### config.mk
export PLATFORM = sky130hd
export DESIGN_NAME = wdtwk_top
export DESIGN_NICKNAME = d
export VERILOG_FILES = /design/src/rtl/wdtwk_pkg.sv /design/src/rtl/wdtwk_sync.sv /design/src/rtl/wdtwk_wake_timer.sv /design/src/rtl/wdtwk_top.sv
export VERILOG_INCLUDE_DIRS = /design/src /design/src/rtl
export SDC_FILE = /design/constraint.sdc
export NUM_CORES = 1
export LEC_CHECK = 0
export BUFFER_PORTS_ARGS = -buffer_cell sky130_fd_sc_hd__clkbuf_2
export CORE_ASPECT_RATIO = 1.4
export CORE_MARGIN = 1
export CORE_UTILIZATION = 61
export CTS_BUF_LIST = sky130_fd_sc_hd__clkbuf_4
export CTS_CLUSTER_DIAMETER = 120
export DETAILED_ROUTE_END_ITERATION = 8
export GPL_ROUTABILITY_DRIVEN = 0
export PLACE_DENSITY_LB_ADDON = 0.25
export SLEW_MARGIN = 20
export SYNTH_ARGS = -nofsm -noshare
export SYNTH_HDL_FRONTEND = slang
export SYNTH_SLANG_ARGS = --single-unit
### constraint.sdc
create_clock -name i_clk -period 3.8 [get_ports i_clk]
set_input_delay 0.38 -clock i_clk [delete_from_list [all_inputs] [get_ports i_clk]]
set_output_delay 0.38 -clock i_clk [all_outputs]
set_load 0.02 [all_outputs]
### src/rtl/wdtwk_cfg.svh
`ifndef WDTWK_CFG_SVH
`define WDTWK_CFG_SVH

// ==========================================================
// sfr byte addresses
`define WDTWK_SFR_DATA_LOW      8'hb3
`define WDTWK_SFR_DATA_HIGH     8'hb4
`define WDTWK_SFR_CONTROL       8'hb5
`define WDTWK_SFR_TICK_DIV      8'hb6

// ==========================================================
// bridge control field positions
`define WDTWK_CTL_BUSY_BIT      5
`define WDTWK_CTL_WR_BIT        4
`define WDTWK_CTL_ADDR_MSB      3

// ==========================================================
// indirect addresses
`define WDTWK_IX_WDT_START      4'h0
`define WDTWK_IX_CMP_HIGH       4'h3
`define WDTWK_IX_CMP_LOW        4'h4
`define WDTWK_IX_WAKE_CTRL      4'h5
`define WDTWK_IX_CAP_LOW        4'h6
`define WDTWK_IX_CAP_HIGH       4'h7

// ==========================================================
// wake control word fields
`define WDTWK_WAKE_CONTROL_WORD_WDT_RST_BIT  5
`define WDTWK_WAKE_CONTROL_WORD_CAPTURE_BIT  4
`define WDTWK_WAKE_CONTROL_WORD_MODE_MSB     1
`define WDTWK_MODE_PERIODIC     2'h3

// ==========================================================
// reset values and widths
`define WDTWK_TICK_DIV_RESET    8'h03
`define WDTWK_DATA_RESET        8'h00
`define WDTWK_WDT_ZERO          16'h0000
`define WDTWK_WDT_ALL_ONES      16'hffff
`define WDTWK_TIMER_WIDTH       24
`define WDTWK_FINE_WIDTH        8
`define WDTWK_LF_NOMINAL_HZ     32000

`endif

### src/rtl/wdtwk_pkg.sv
`default_nettype none

package wdtwk_pkg;

    // ==========================================================
    // sfr access from the core
    typedef struct packed {
        logic       wr;
        logic       rd;
        logic [7:0] addr;
        logic [7:0] wdata;
    } wdtwk_sfr_req_s;

    // ==========================================================
    // wake timer control carried into the timer
    typedef struct packed {
        logic        run;
        logic        periodic;
        logic [23:0] compare;
    } wdtwk_wake_cfg_s;

endpackage : wdtwk_pkg

`default_nettype wire

### src/rtl/wdtwk_sync.sv
`default_nettype none

module wdtwk_sync #(
    parameter int WIDTH = 1
) (
    input  wire logic             i_clk,
    input  wire logic             i_reset,
    input  wire logic [WIDTH-1:0] i_async,
    output logic      [WIDTH-1:0] o_sync
);
    logic [WIDTH-1:0] stage1;

    // ==========================================================
    // two flops, first one read only by the second
    always_ff @(posedge i_clk) begin
        if (i_reset) begin
            stage1 <= '0;
            o_sync <= '0;
        end else begin
            stage1 <= i_async;
            o_sync <= stage1;
        end
    end

endmodule : wdtwk_sync

`default_nettype wire

### src/rtl/wdtwk_wake_timer.sv
`include "wdtwk_cfg.svh"
`default_nettype none

module wdtwk_wake_timer #(
    parameter int TW = `WDTWK_TIMER_WIDTH,
    parameter int FW = `WDTWK_FINE_WIDTH
) (
    input  wire logic                       i_clk,
    input  wire logic                       i_reset,
    input  wire logic                       i_lf_edge,
    input  wire wdtwk_pkg::wdtwk_wake_cfg_s i_cfg,
    input  wire logic                       i_capture,
    output logic                            o_match,
    output logic [TW-1:0]                   o_cap_timer,
    output logic [FW-1:0]                   o_cap_fine
);
    import wdtwk_pkg::*;

    logic [TW-1:0] timer;
    logic [FW-1:0] fine;
    logic          hit;

    assign hit = (timer == i_cfg.compare[TW-1:0]);

    // ==========================================================
    // counter; i_reset, a clear run bit or a periodic match clears it, watchdog reset leaves it
    // no lf edge means no change, so a stopped lf clock holds the count
    always_ff @(posedge i_clk) begin
        if (i_reset) begin
            timer <= '0;
        end else if (!i_cfg.run) begin
            timer <= '0;
        end else if (i_lf_edge) begin
            if (hit && i_cfg.periodic) begin
                timer <= '0;
            end else begin
                timer <= timer + 1'b1;
            end
        end
    end

    // compare read live, so a new value applies at once
    always_ff @(posedge i_clk) begin
        if (i_reset) begin
            o_match <= 1'b0;
        end else begin
            o_match <= i_cfg.run && i_lf_edge && hit;
        end
    end

    // ==========================================================
    // fine count of core cycles since the last lf rising edge
    // saturates: the lf period is longer than the field can hold
    always_ff @(posedge i_clk) begin
        if (i_reset) begin
            fine <= '0;
        end else if (i_lf_edge) begin
            fine <= '0;
        end else if (fine != {FW{1'b1}}) begin
            fine <= fine + 1'b1;
        end
    end

    always_ff @(posedge i_clk) begin
        if (i_reset) begin
            o_cap_timer <= '0;
            o_cap_fine  <= '0;
        end else if (i_capture) begin
            o_cap_timer <= timer;
            o_cap_fine  <= fine;
        end
    end

endmodule : wdtwk_wake_timer

`default_nettype wire

### src/rtl/wdtwk_top.sv
`include "wdtwk_cfg.svh"
`default_nettype none

module wdtwk_top (
    input  wire logic                      i_clk,
    input  wire logic                      i_reset,
    input  wire wdtwk_pkg::wdtwk_sfr_req_s i_sfr,
    input  wire logic                      i_low_freq_clock,
    input  wire logic                      i_pin_wake,
    input  wire logic                      i_sleep_entry,
    input  wire logic                      i_capture,
    output logic [7:0]                     o_sfr_rdata,
    output logic                           o_wdt_reset,
    output logic                           o_wdt_active,
    output logic                           o_wake_irq,
    output logic                           o_wake_by_pin
);
    import wdtwk_pkg::*;

    // ==========================================================
    // declarations
    logic        lf_sync;
    logic        pin_sync;
    logic        lf_prev;
    logic        pin_prev;
    logic        lf_edge;
    logic        pin_event;
    logic        sys_reset;
    logic        sfr_wr_ok;

    logic [7:0]  data_high;
    logic [7:0]  data_low;
    logic [15:0] data_word;
    logic        busy;
    logic        xfer_wr;
    logic [3:0]  xfer_addr;
    logic        xfer_done;
    logic        load_wdt;
    logic [15:0] next_read;

    logic [7:0]  tick_divider;
    logic [7:0]  tick_cnt;
    logic [15:0] wdt_start;
    logic [15:0] wdt_count;
    logic        wdt_fire;
    logic        wdt_stop;
    logic        wdt_expire;

    logic [7:0]  cmp_high;
    logic [15:0] cmp_low;
    logic [15:0] wake_ctrl;
    logic        capture;
    logic        match;
    logic [23:0] cap_timer;
    logic [7:0]  cap_fine;
    wdtwk_wake_cfg_s wake_cfg;

    // ==========================================================
    // pin and lf clock synchronisers, edge detection
    wdtwk_sync #(
        .WIDTH (2)
    ) u_sync (
        .i_clk   (i_clk),
        .i_reset (i_reset),
        .i_async ({i_low_freq_clock, i_pin_wake}),
        .o_sync  ({lf_sync, pin_sync})
    );

    always_ff @(posedge i_clk) begin
        if (i_reset) begin
            lf_prev  <= 1'b0;
            pin_prev <= 1'b0;
        end else begin
            lf_prev  <= lf_sync;
            pin_prev <= pin_sync;
        end
    end

    // everything on the lf side only moves at an lf rising edge
    assign lf_edge   = lf_sync & ~lf_prev;
    assign pin_event = pin_sync & ~pin_prev;

    // watchdog expiry resets the bridge, read port, tick divider and watchdog; not the wake timer, its words, synchronisers or wake outputs
    assign sys_reset = i_reset | wdt_fire;

    // ==========================================================
    // bridge data and control registers
    assign data_word = {data_high, data_low};
    assign sfr_wr_ok = i_sfr.wr && !busy;
    assign xfer_done = busy && lf_edge;
    assign load_wdt  = xfer_done && xfer_wr && (xfer_addr == `WDTWK_IX_WDT_START);

    always_comb begin
        case (xfer_addr)
            `WDTWK_IX_WDT_START: next_read = wdt_start;
            `WDTWK_IX_CMP_HIGH:  next_read = {8'h00, cmp_high};
            `WDTWK_IX_CMP_LOW:   next_read = cmp_low;
            `WDTWK_IX_WAKE_CTRL: next_read = wake_ctrl;
            `WDTWK_IX_CAP_LOW:   next_read = cap_timer[15:0];
            `WDTWK_IX_CAP_HIGH:  next_read = {cap_fine, cap_timer[23:16]};
            default:             next_read = 16'h0000;
        endcase
    end

    // core write of a data byte wins over a read result landing
    always_ff @(posedge i_clk) begin
        if (sys_reset) begin
            data_high <= `WDTWK_DATA_RESET;
            data_low  <= `WDTWK_DATA_RESET;
        end else begin
            if (xfer_done && !xfer_wr) begin
                data_high <= next_read[15:8];
                data_low  <= next_read[7:0];
            end
            if (i_sfr.wr && i_sfr.addr == `WDTWK_SFR_DATA_HIGH) begin
                data_high <= i_sfr.wdata;
            end
            if (i_sfr.wr && i_sfr.addr == `WDTWK_SFR_DATA_LOW) begin
                data_low <= i_sfr.wdata;
            end
        end
    end

    // control writes while busy are dropped, not queued
    always_ff @(posedge i_clk) begin
        if (sys_reset) begin
            busy      <= 1'b0;
            xfer_wr   <= 1'b0;
            xfer_addr <= 4'h0;
        end else if (sfr_wr_ok && i_sfr.addr == `WDTWK_SFR_CONTROL) begin
            busy      <= 1'b1;
            xfer_wr   <= i_sfr.wdata[`WDTWK_CTL_WR_BIT];
            xfer_addr <= i_sfr.wdata[`WDTWK_CTL_ADDR_MSB:0];
        end else if (xfer_done) begin
            busy <= 1'b0;
        end
    end

    always_ff @(posedge i_clk) begin
        if (sys_reset) begin
            tick_divider <= `WDTWK_TICK_DIV_RESET;
        end else if (i_sfr.wr && i_sfr.addr == `WDTWK_SFR_TICK_DIV) begin
            tick_divider <= i_sfr.wdata;
        end
    end

    // ==========================================================
    // sfr read port
    always_ff @(posedge i_clk) begin
        if (sys_reset) begin
            o_sfr_rdata <= 8'h00;
        end else if (i_sfr.rd) begin
            case (i_sfr.addr)
                `WDTWK_SFR_DATA_LOW:  o_sfr_rdata <= data_low;
                `WDTWK_SFR_DATA_HIGH: o_sfr_rdata <= data_high;
                `WDTWK_SFR_CONTROL:   o_sfr_rdata <= {2'b00, busy,
                                                      xfer_wr, xfer_addr};
                `WDTWK_SFR_TICK_DIV:  o_sfr_rdata <= tick_divider;
                default:              o_sfr_rdata <= 8'h00;
            endcase
        end
    end

    // ==========================================================
    // watchdog
    always_ff @(posedge i_clk) begin
        if (sys_reset) begin
            wdt_start <= `WDTWK_WDT_ZERO;
        end else if (load_wdt) begin
            wdt_start <= data_word;
        end
    end

    // a reload or sleep stop in the expiry cycle wins, so no stray reset
    assign wdt_stop   = i_sleep_entry && wake_ctrl[`WDTWK_WAKE_CONTROL_WORD_WDT_RST_BIT];
    assign wdt_expire = o_wdt_active && lf_edge && (tick_cnt == tick_divider)
                        && (wdt_count == 16'h0001) && !load_wdt && !wdt_stop;

    // timeout is start count (0 loads 65535) times (divider + 1) lf periods
    always_ff @(posedge i_clk) begin
        if (sys_reset) begin
            o_wdt_active <= 1'b0;
            wdt_count    <= `WDTWK_WDT_ZERO;
            tick_cnt     <= 8'h00;
        end else if (load_wdt) begin
            o_wdt_active <= 1'b1;
            tick_cnt     <= 8'h00;
            if (data_word == `WDTWK_WDT_ZERO) begin
                wdt_count <= `WDTWK_WDT_ALL_ONES;
            end else begin
                wdt_count <= data_word;
            end
        end else if (wdt_stop) begin
            o_wdt_active <= 1'b0;
            wdt_count    <= `WDTWK_WDT_ZERO;
            tick_cnt     <= 8'h00;
        end else if (o_wdt_active && lf_edge) begin
            if (tick_cnt == tick_divider) begin
                tick_cnt  <= 8'h00;
                wdt_count <= wdt_count - 1'b1;
            end else begin
                tick_cnt <= tick_cnt + 1'b1;
            end
        end
    end

    // one-cycle pulse; it is its own reset so it clears next cycle
    always_ff @(posedge i_clk) begin
        if (i_reset || wdt_fire) begin
            wdt_fire <= 1'b0;
        end else begin
            wdt_fire <= wdt_expire;
        end
    end

    always_ff @(posedge i_clk) begin
        if (i_reset) begin
            o_wdt_reset <= 1'b0;
        end else begin
            o_wdt_reset <= wdt_expire && !wdt_fire;
        end
    end

    // ==========================================================
    // wake timer words: only i_reset, never the watchdog, clears them
    always_ff @(posedge i_clk) begin
        if (i_reset) begin
            cmp_high  <= 8'h00;
            cmp_low   <= 16'h0000;
            wake_ctrl <= 16'h0000;
        end else if (xfer_done && xfer_wr) begin
            case (xfer_addr)
                `WDTWK_IX_CMP_HIGH:  cmp_high  <= data_low;
                `WDTWK_IX_CMP_LOW:   cmp_low   <= data_word;
                `WDTWK_IX_WAKE_CTRL: wake_ctrl <= data_word;
                default:             cmp_high  <= cmp_high;
            endcase
        end
    end

    assign wake_cfg.run      = wake_ctrl[`WDTWK_WAKE_CONTROL_WORD_MODE_MSB];
    assign wake_cfg.periodic = (wake_ctrl[`WDTWK_WAKE_CONTROL_WORD_MODE_MSB:0]
                                == `WDTWK_MODE_PERIODIC);
    assign wake_cfg.compare  = {cmp_high, cmp_low};
    assign capture = i_capture || (xfer_done && xfer_wr && xfer_addr == `WDTWK_IX_WAKE_CTRL
                     && data_low[`WDTWK_WAKE_CONTROL_WORD_CAPTURE_BIT]);

    // matches only at lf edges: first wake may be off by one period
    wdtwk_wake_timer #(
        .TW (`WDTWK_TIMER_WIDTH),
        .FW (`WDTWK_FINE_WIDTH)
    ) u_wake (
        .i_clk       (i_clk),
        .i_reset     (i_reset),
        .i_lf_edge   (lf_edge),
        .i_cfg       (wake_cfg),
        .i_capture   (capture),
        .o_match     (match),
        .o_cap_timer (cap_timer),
        .o_cap_fine  (cap_fine)
    );

    // ==========================================================
    // shared wake line and its source bit
    always_ff @(posedge i_clk) begin
        if (i_reset) begin
            o_wake_irq    <= 1'b0;
            o_wake_by_pin <= 1'b0;
        end else begin
            o_wake_irq <= match || pin_event;
            if (pin_event) begin
                o_wake_by_pin <= 1'b1;
            end else if (match) begin
                o_wake_by_pin <= 1'b0;
            end
        end
    end

endmodule : wdtwk_top

`default_nettype wire

==> impl_metrics.env <==
export IMPL_outcome="complete, no violations"
export IMPL_tightest_slew_ps=972
export IMPL_worst_clock_skew_ps=21.9
export IMPL_layout_drive_gt1_share_pct=9.60
export IMPL_synth_area_leader_cell="dfxtp_1"
export IMPL_critPathKind="register to register"
export IMPL_critPathMaxFanout=32
export IMPL_firstDrtPassIters=6
export IMPL_grt_pass1_vias=7768
export IMPL_synth_most_common_cell="nand2_1"
export IMPL_synth_commonest_cells="nand2_1 (218), dfxtp_1 (194), a21oi_1 (110)"
export IMPL_r2r_cells=6
export IMPL_rows=52
export IMPL_crit_required_ps=4320
export IMPL_clkTransAtPathRegs_ps=160
export IMPL_max_freq_mhz=358
export IMPL_synthDistinctLibCells=67
export IMPL_wl_mm=24.9
export IMPL_cts_resized=0
export IMPL_reg2reg_to="u_wake.o_cap_timer[19]"
export IMPL_cts_buffers=17
export IMPL_fin_nets=1120
export IMPL_fin_area_sq_mm=0.00956
export IMPL_ys_ff_latch=194
export IMPL_vias_per_cell=6.33
export IMPL_cts_buffer_depth=2
export IMPL_tns_ps=0
export IMPL_syn_area_per_cell_sq_um=8.30
export IMPL_syn_nets=1134
export IMPL_crit_end="u_wake.o_cap_timer[19]"
export IMPL_synthDominantCellAreaShare_pct=42.4
export IMPL_p_per_area_mw_per_mm2=346
export IMPL_timing_hold_ws_ps=73.0
export IMPL_dr_first_iter_drc_count=774
export IMPL_io_pins=36
export IMPL_hold_viol=0
export IMPL_synth_edf_count=0
export IMPL_p_total_w=0.00331
export IMPL_antenna_found_initial=1
export IMPL_min_period_over_period_pct=73.5
export IMPL_seq_area_frac_synth_pct=42.4
export IMPL_synth_area_top_cells="dfxtp_1 (42%), nand2_1 (8.9%), a21oi_1 (6.0%)"
export IMPL_ys_flop_type="dfxtp_1"
export IMPL_dpl_instance_area_sq_mm=0.00925
export IMPL_overflow=0
export IMPL_leakagePower_nw=3.17
export IMPL_syn_inst=1105
export IMPL_worstSetupStartpointType="register"
export IMPL_netlist_area_sq_mm=0.00917
export IMPL_finalSetupViolations=0
export IMPL_postCtsSetupRepairBufs=0
export IMPL_timing_max_cap_violations=0
export IMPL_regArea_sq_mm=0.00388
export IMPL_vias=8192
export IMPL_die_h_um=147
export IMPL_grt_usage_pct=33.4
export IMPL_peakVddDrop_mv=0.197
export IMPL_tritoncts="built"
export IMPL_dp_hpwl_mm=17.5
export IMPL_multi_input_area_sq_mm=0.00480
export IMPL_timing_rr_start="xfer_addr[2]"
export IMPL_die_x_um=106
export IMPL_cts_sinks=194
export IMPL_fp_coreArea_sq_mm=0.0146
export IMPL_area_growth_pct=4.29
export IMPL_crit_path_end_kind="register"
export IMPL_crit_arrival_ps=3320
export IMPL_ant_nets=0
export IMPL_slew_viol_final=0
export IMPL_clockRootBuffer="clkbuf_4"
export IMPL_worstSkewPairLatency_ps=610
export IMPL_wl_per_cell_um=19.2
export IMPL_slew_headroom_pct=34.8
export IMPL_initial_core_util_pct=62.9
export IMPL_rrSetupSlack_ps=1010
export IMPL_n_fill_cell=1315
export IMPL_async_reset_ff_share_pct=0
export IMPL_fin_crit_ps=2790
export IMPL_worstHoldPathType="primary input to register"
export IMPL_die_area_sq_mm=0.0155
export IMPL_grt_pass1_wl_mm=40.1
export IMPL_critPathLaunch="xfer_addr[2]"
export IMPL_rsz0062_at_grt="false"
export IMPL_drcViolationCount=0
export IMPL_numPortBuffers=35
export IMPL_grt_max_degree=82
export IMPL_ys_warn_count=0
export IMPL_htree_levels=4
==> critical path: stages (launching register included) <==
cell and delay [ps]:
dfxtp_1 750, and4bb_2 540, and2_1 640, a21o_1 210, buf_4 310, nand2_1 100
a21oi_1 170
==> registers in the layout, indices dropped and copies added, names as in the netlist, 2 cells and up <==
name                cells
o_sfr_rdata             8
u_wake.fine             8
u_wake.o_cap_timer     24
cmp_high                8
xfer_addr               4
data_high               8
cmp_low                16
wake_ctrl              16
data_low                8
u_sync.stage1           2
tick_divider            8
u_wake.timer           24
u_sync.o_sync           2
u_wake.o_cap_fine       8
tick_cnt                8
wdt_start              16
wdt_count              16
==> logic make-up (layout without fill, tap and decap cells) <==
| family | after synthesis | in the layout | share of synthesized area [%] |
|---|---|---|---|
| and+or+nand+nor | 466 | 466 | 24.7 |
| xor gates and xnor gates | 69 | 69 | 6.59 |
| other | 0 | 1 | 0 |
| AOI/OAI and AO/OA | 250 | 250 | 17.8 |
| muxes | 22 | 22 | 2.48 |
| buffers and inverters | 99 | 98 | 5.36 |
| DFF | 194 | 194 | 42.4 |
| adders and majority gates | 5 | 5 | 0.683 |
==> through the flow <==
stage	utilization [%]	std cells	worst slack, ps
5_1_grt	65.6	1294	890
3_5_place_dp	63.4	1259	1130
6_report	65.6	1294	1010
3_3_place_gp	63.4	1259	1270
4_1_cts	65.6	1293	1090
2_1_floorplan	-	1105	1980
==> per-layer routing <==
metal / GRT usage, % / vias up / share of wire [%]
met4: 22.9 / 0 / 6.8
met3: 6.21 / 132 / 6.6
li1: - / 3873 / -
met1: 38.5 / 3821 / 38
met5: 0 / - / 0
met2: 55.8 / 366 / 48
==> report_power, final <==
part / leakage, nW / switching [W] / internal, W / total (W)
combinational: 1.46 / 0.0000719 / 0.0000280 / 0.0000999
sequential: 1.56 / 0.00000711 / 0.00204 / 0.00205
clock: 0.155 / 0.000688 / 0.000469 / 0.00116
==> worst min path at each step <==
stage,from,to,slack [ps],depth (start not counted)
floorplan,u_sync.stage1[0],u_sync.o_sync[0],410,1
global placement,u_sync.stage1[0],u_sync.o_sync[0],420,1
detailed placement,u_sync.stage1[0],u_sync.o_sync[0],430,1
CTS,i_sfr[7],tick_divider[7],30,3
global route,i_sfr[5],data_low[5],30,3
finish,i_sfr[7],data_high[7],70,3
==> repair_timing <==
item                                    4_1_cts  5_1_grt
endpoints found under the setup margin        0        0
hold buffers                                  2        0
hold endpoints to repair                      2        0
==> cell usage in the layout, fill, tap and decap left out, types with 4 or more instances in the layout <==
| cell type | netlist | layout |
|---|---|---|
| clkbuf_4 | 0 | 20 |
| and2_1 | 6 | 6 |
| a21oi_1 | 110 | 110 |
| a21o_1 | 15 | 15 |
| ha_1 | 5 | 5 |
| a22o_1 | 7 | 7 |
| o21a_1 | 12 | 12 |
| o211ai_1 | 4 | 4 |
| xor2_1 | 24 | 24 |
| and3_1 | 5 | 5 |
| nor2b_1 | 10 | 10 |
| nand2_1 | 218 | 218 |
| or3_1 | 5 | 5 |
| mux2i_1 | 16 | 16 |
| and4_1 | 6 | 6 |
| nor3_1 | 13 | 13 |
| buf_4 | 8 | 12 |
| a21boi_0 | 5 | 5 |
| a211oi_1 | 4 | 4 |
| clkbuf_2 | 1 | 35 |
| dfxtp_1 | 194 | 194 |
| a22oi_1 | 13 | 13 |
| nand3_1 | 44 | 44 |
| nor4_1 | 20 | 20 |
| nor2_1 | 75 | 75 |
| xnor2_1 | 45 | 45 |
| o31ai_1 | 5 | 5 |
| and4b_1 | 4 | 4 |
| o21ai_0 | 11 | 11 |
| nand4_1 | 26 | 26 |
| inv_1 | 17 | 17 |
| o311ai_0 | 5 | 5 |
| o22ai_1 | 11 | 11 |
| mux2_2 | 6 | 6 |
| a222oi_1 | 22 | 22 |
| a31oi_1 | 15 | 15 |
==> cell type report <==
class,count,area share (%)
timing repair buffer,49,2.98
multi-input combinational,812,50.2
tap,189,2.47
sequential,194,40.6
antenna,1,0.0262
inverter,17,0.668
clock buffer,20,1.57
clock inverter,12,1.47
No activity file was read; power rests on OpenSTA's default activity.
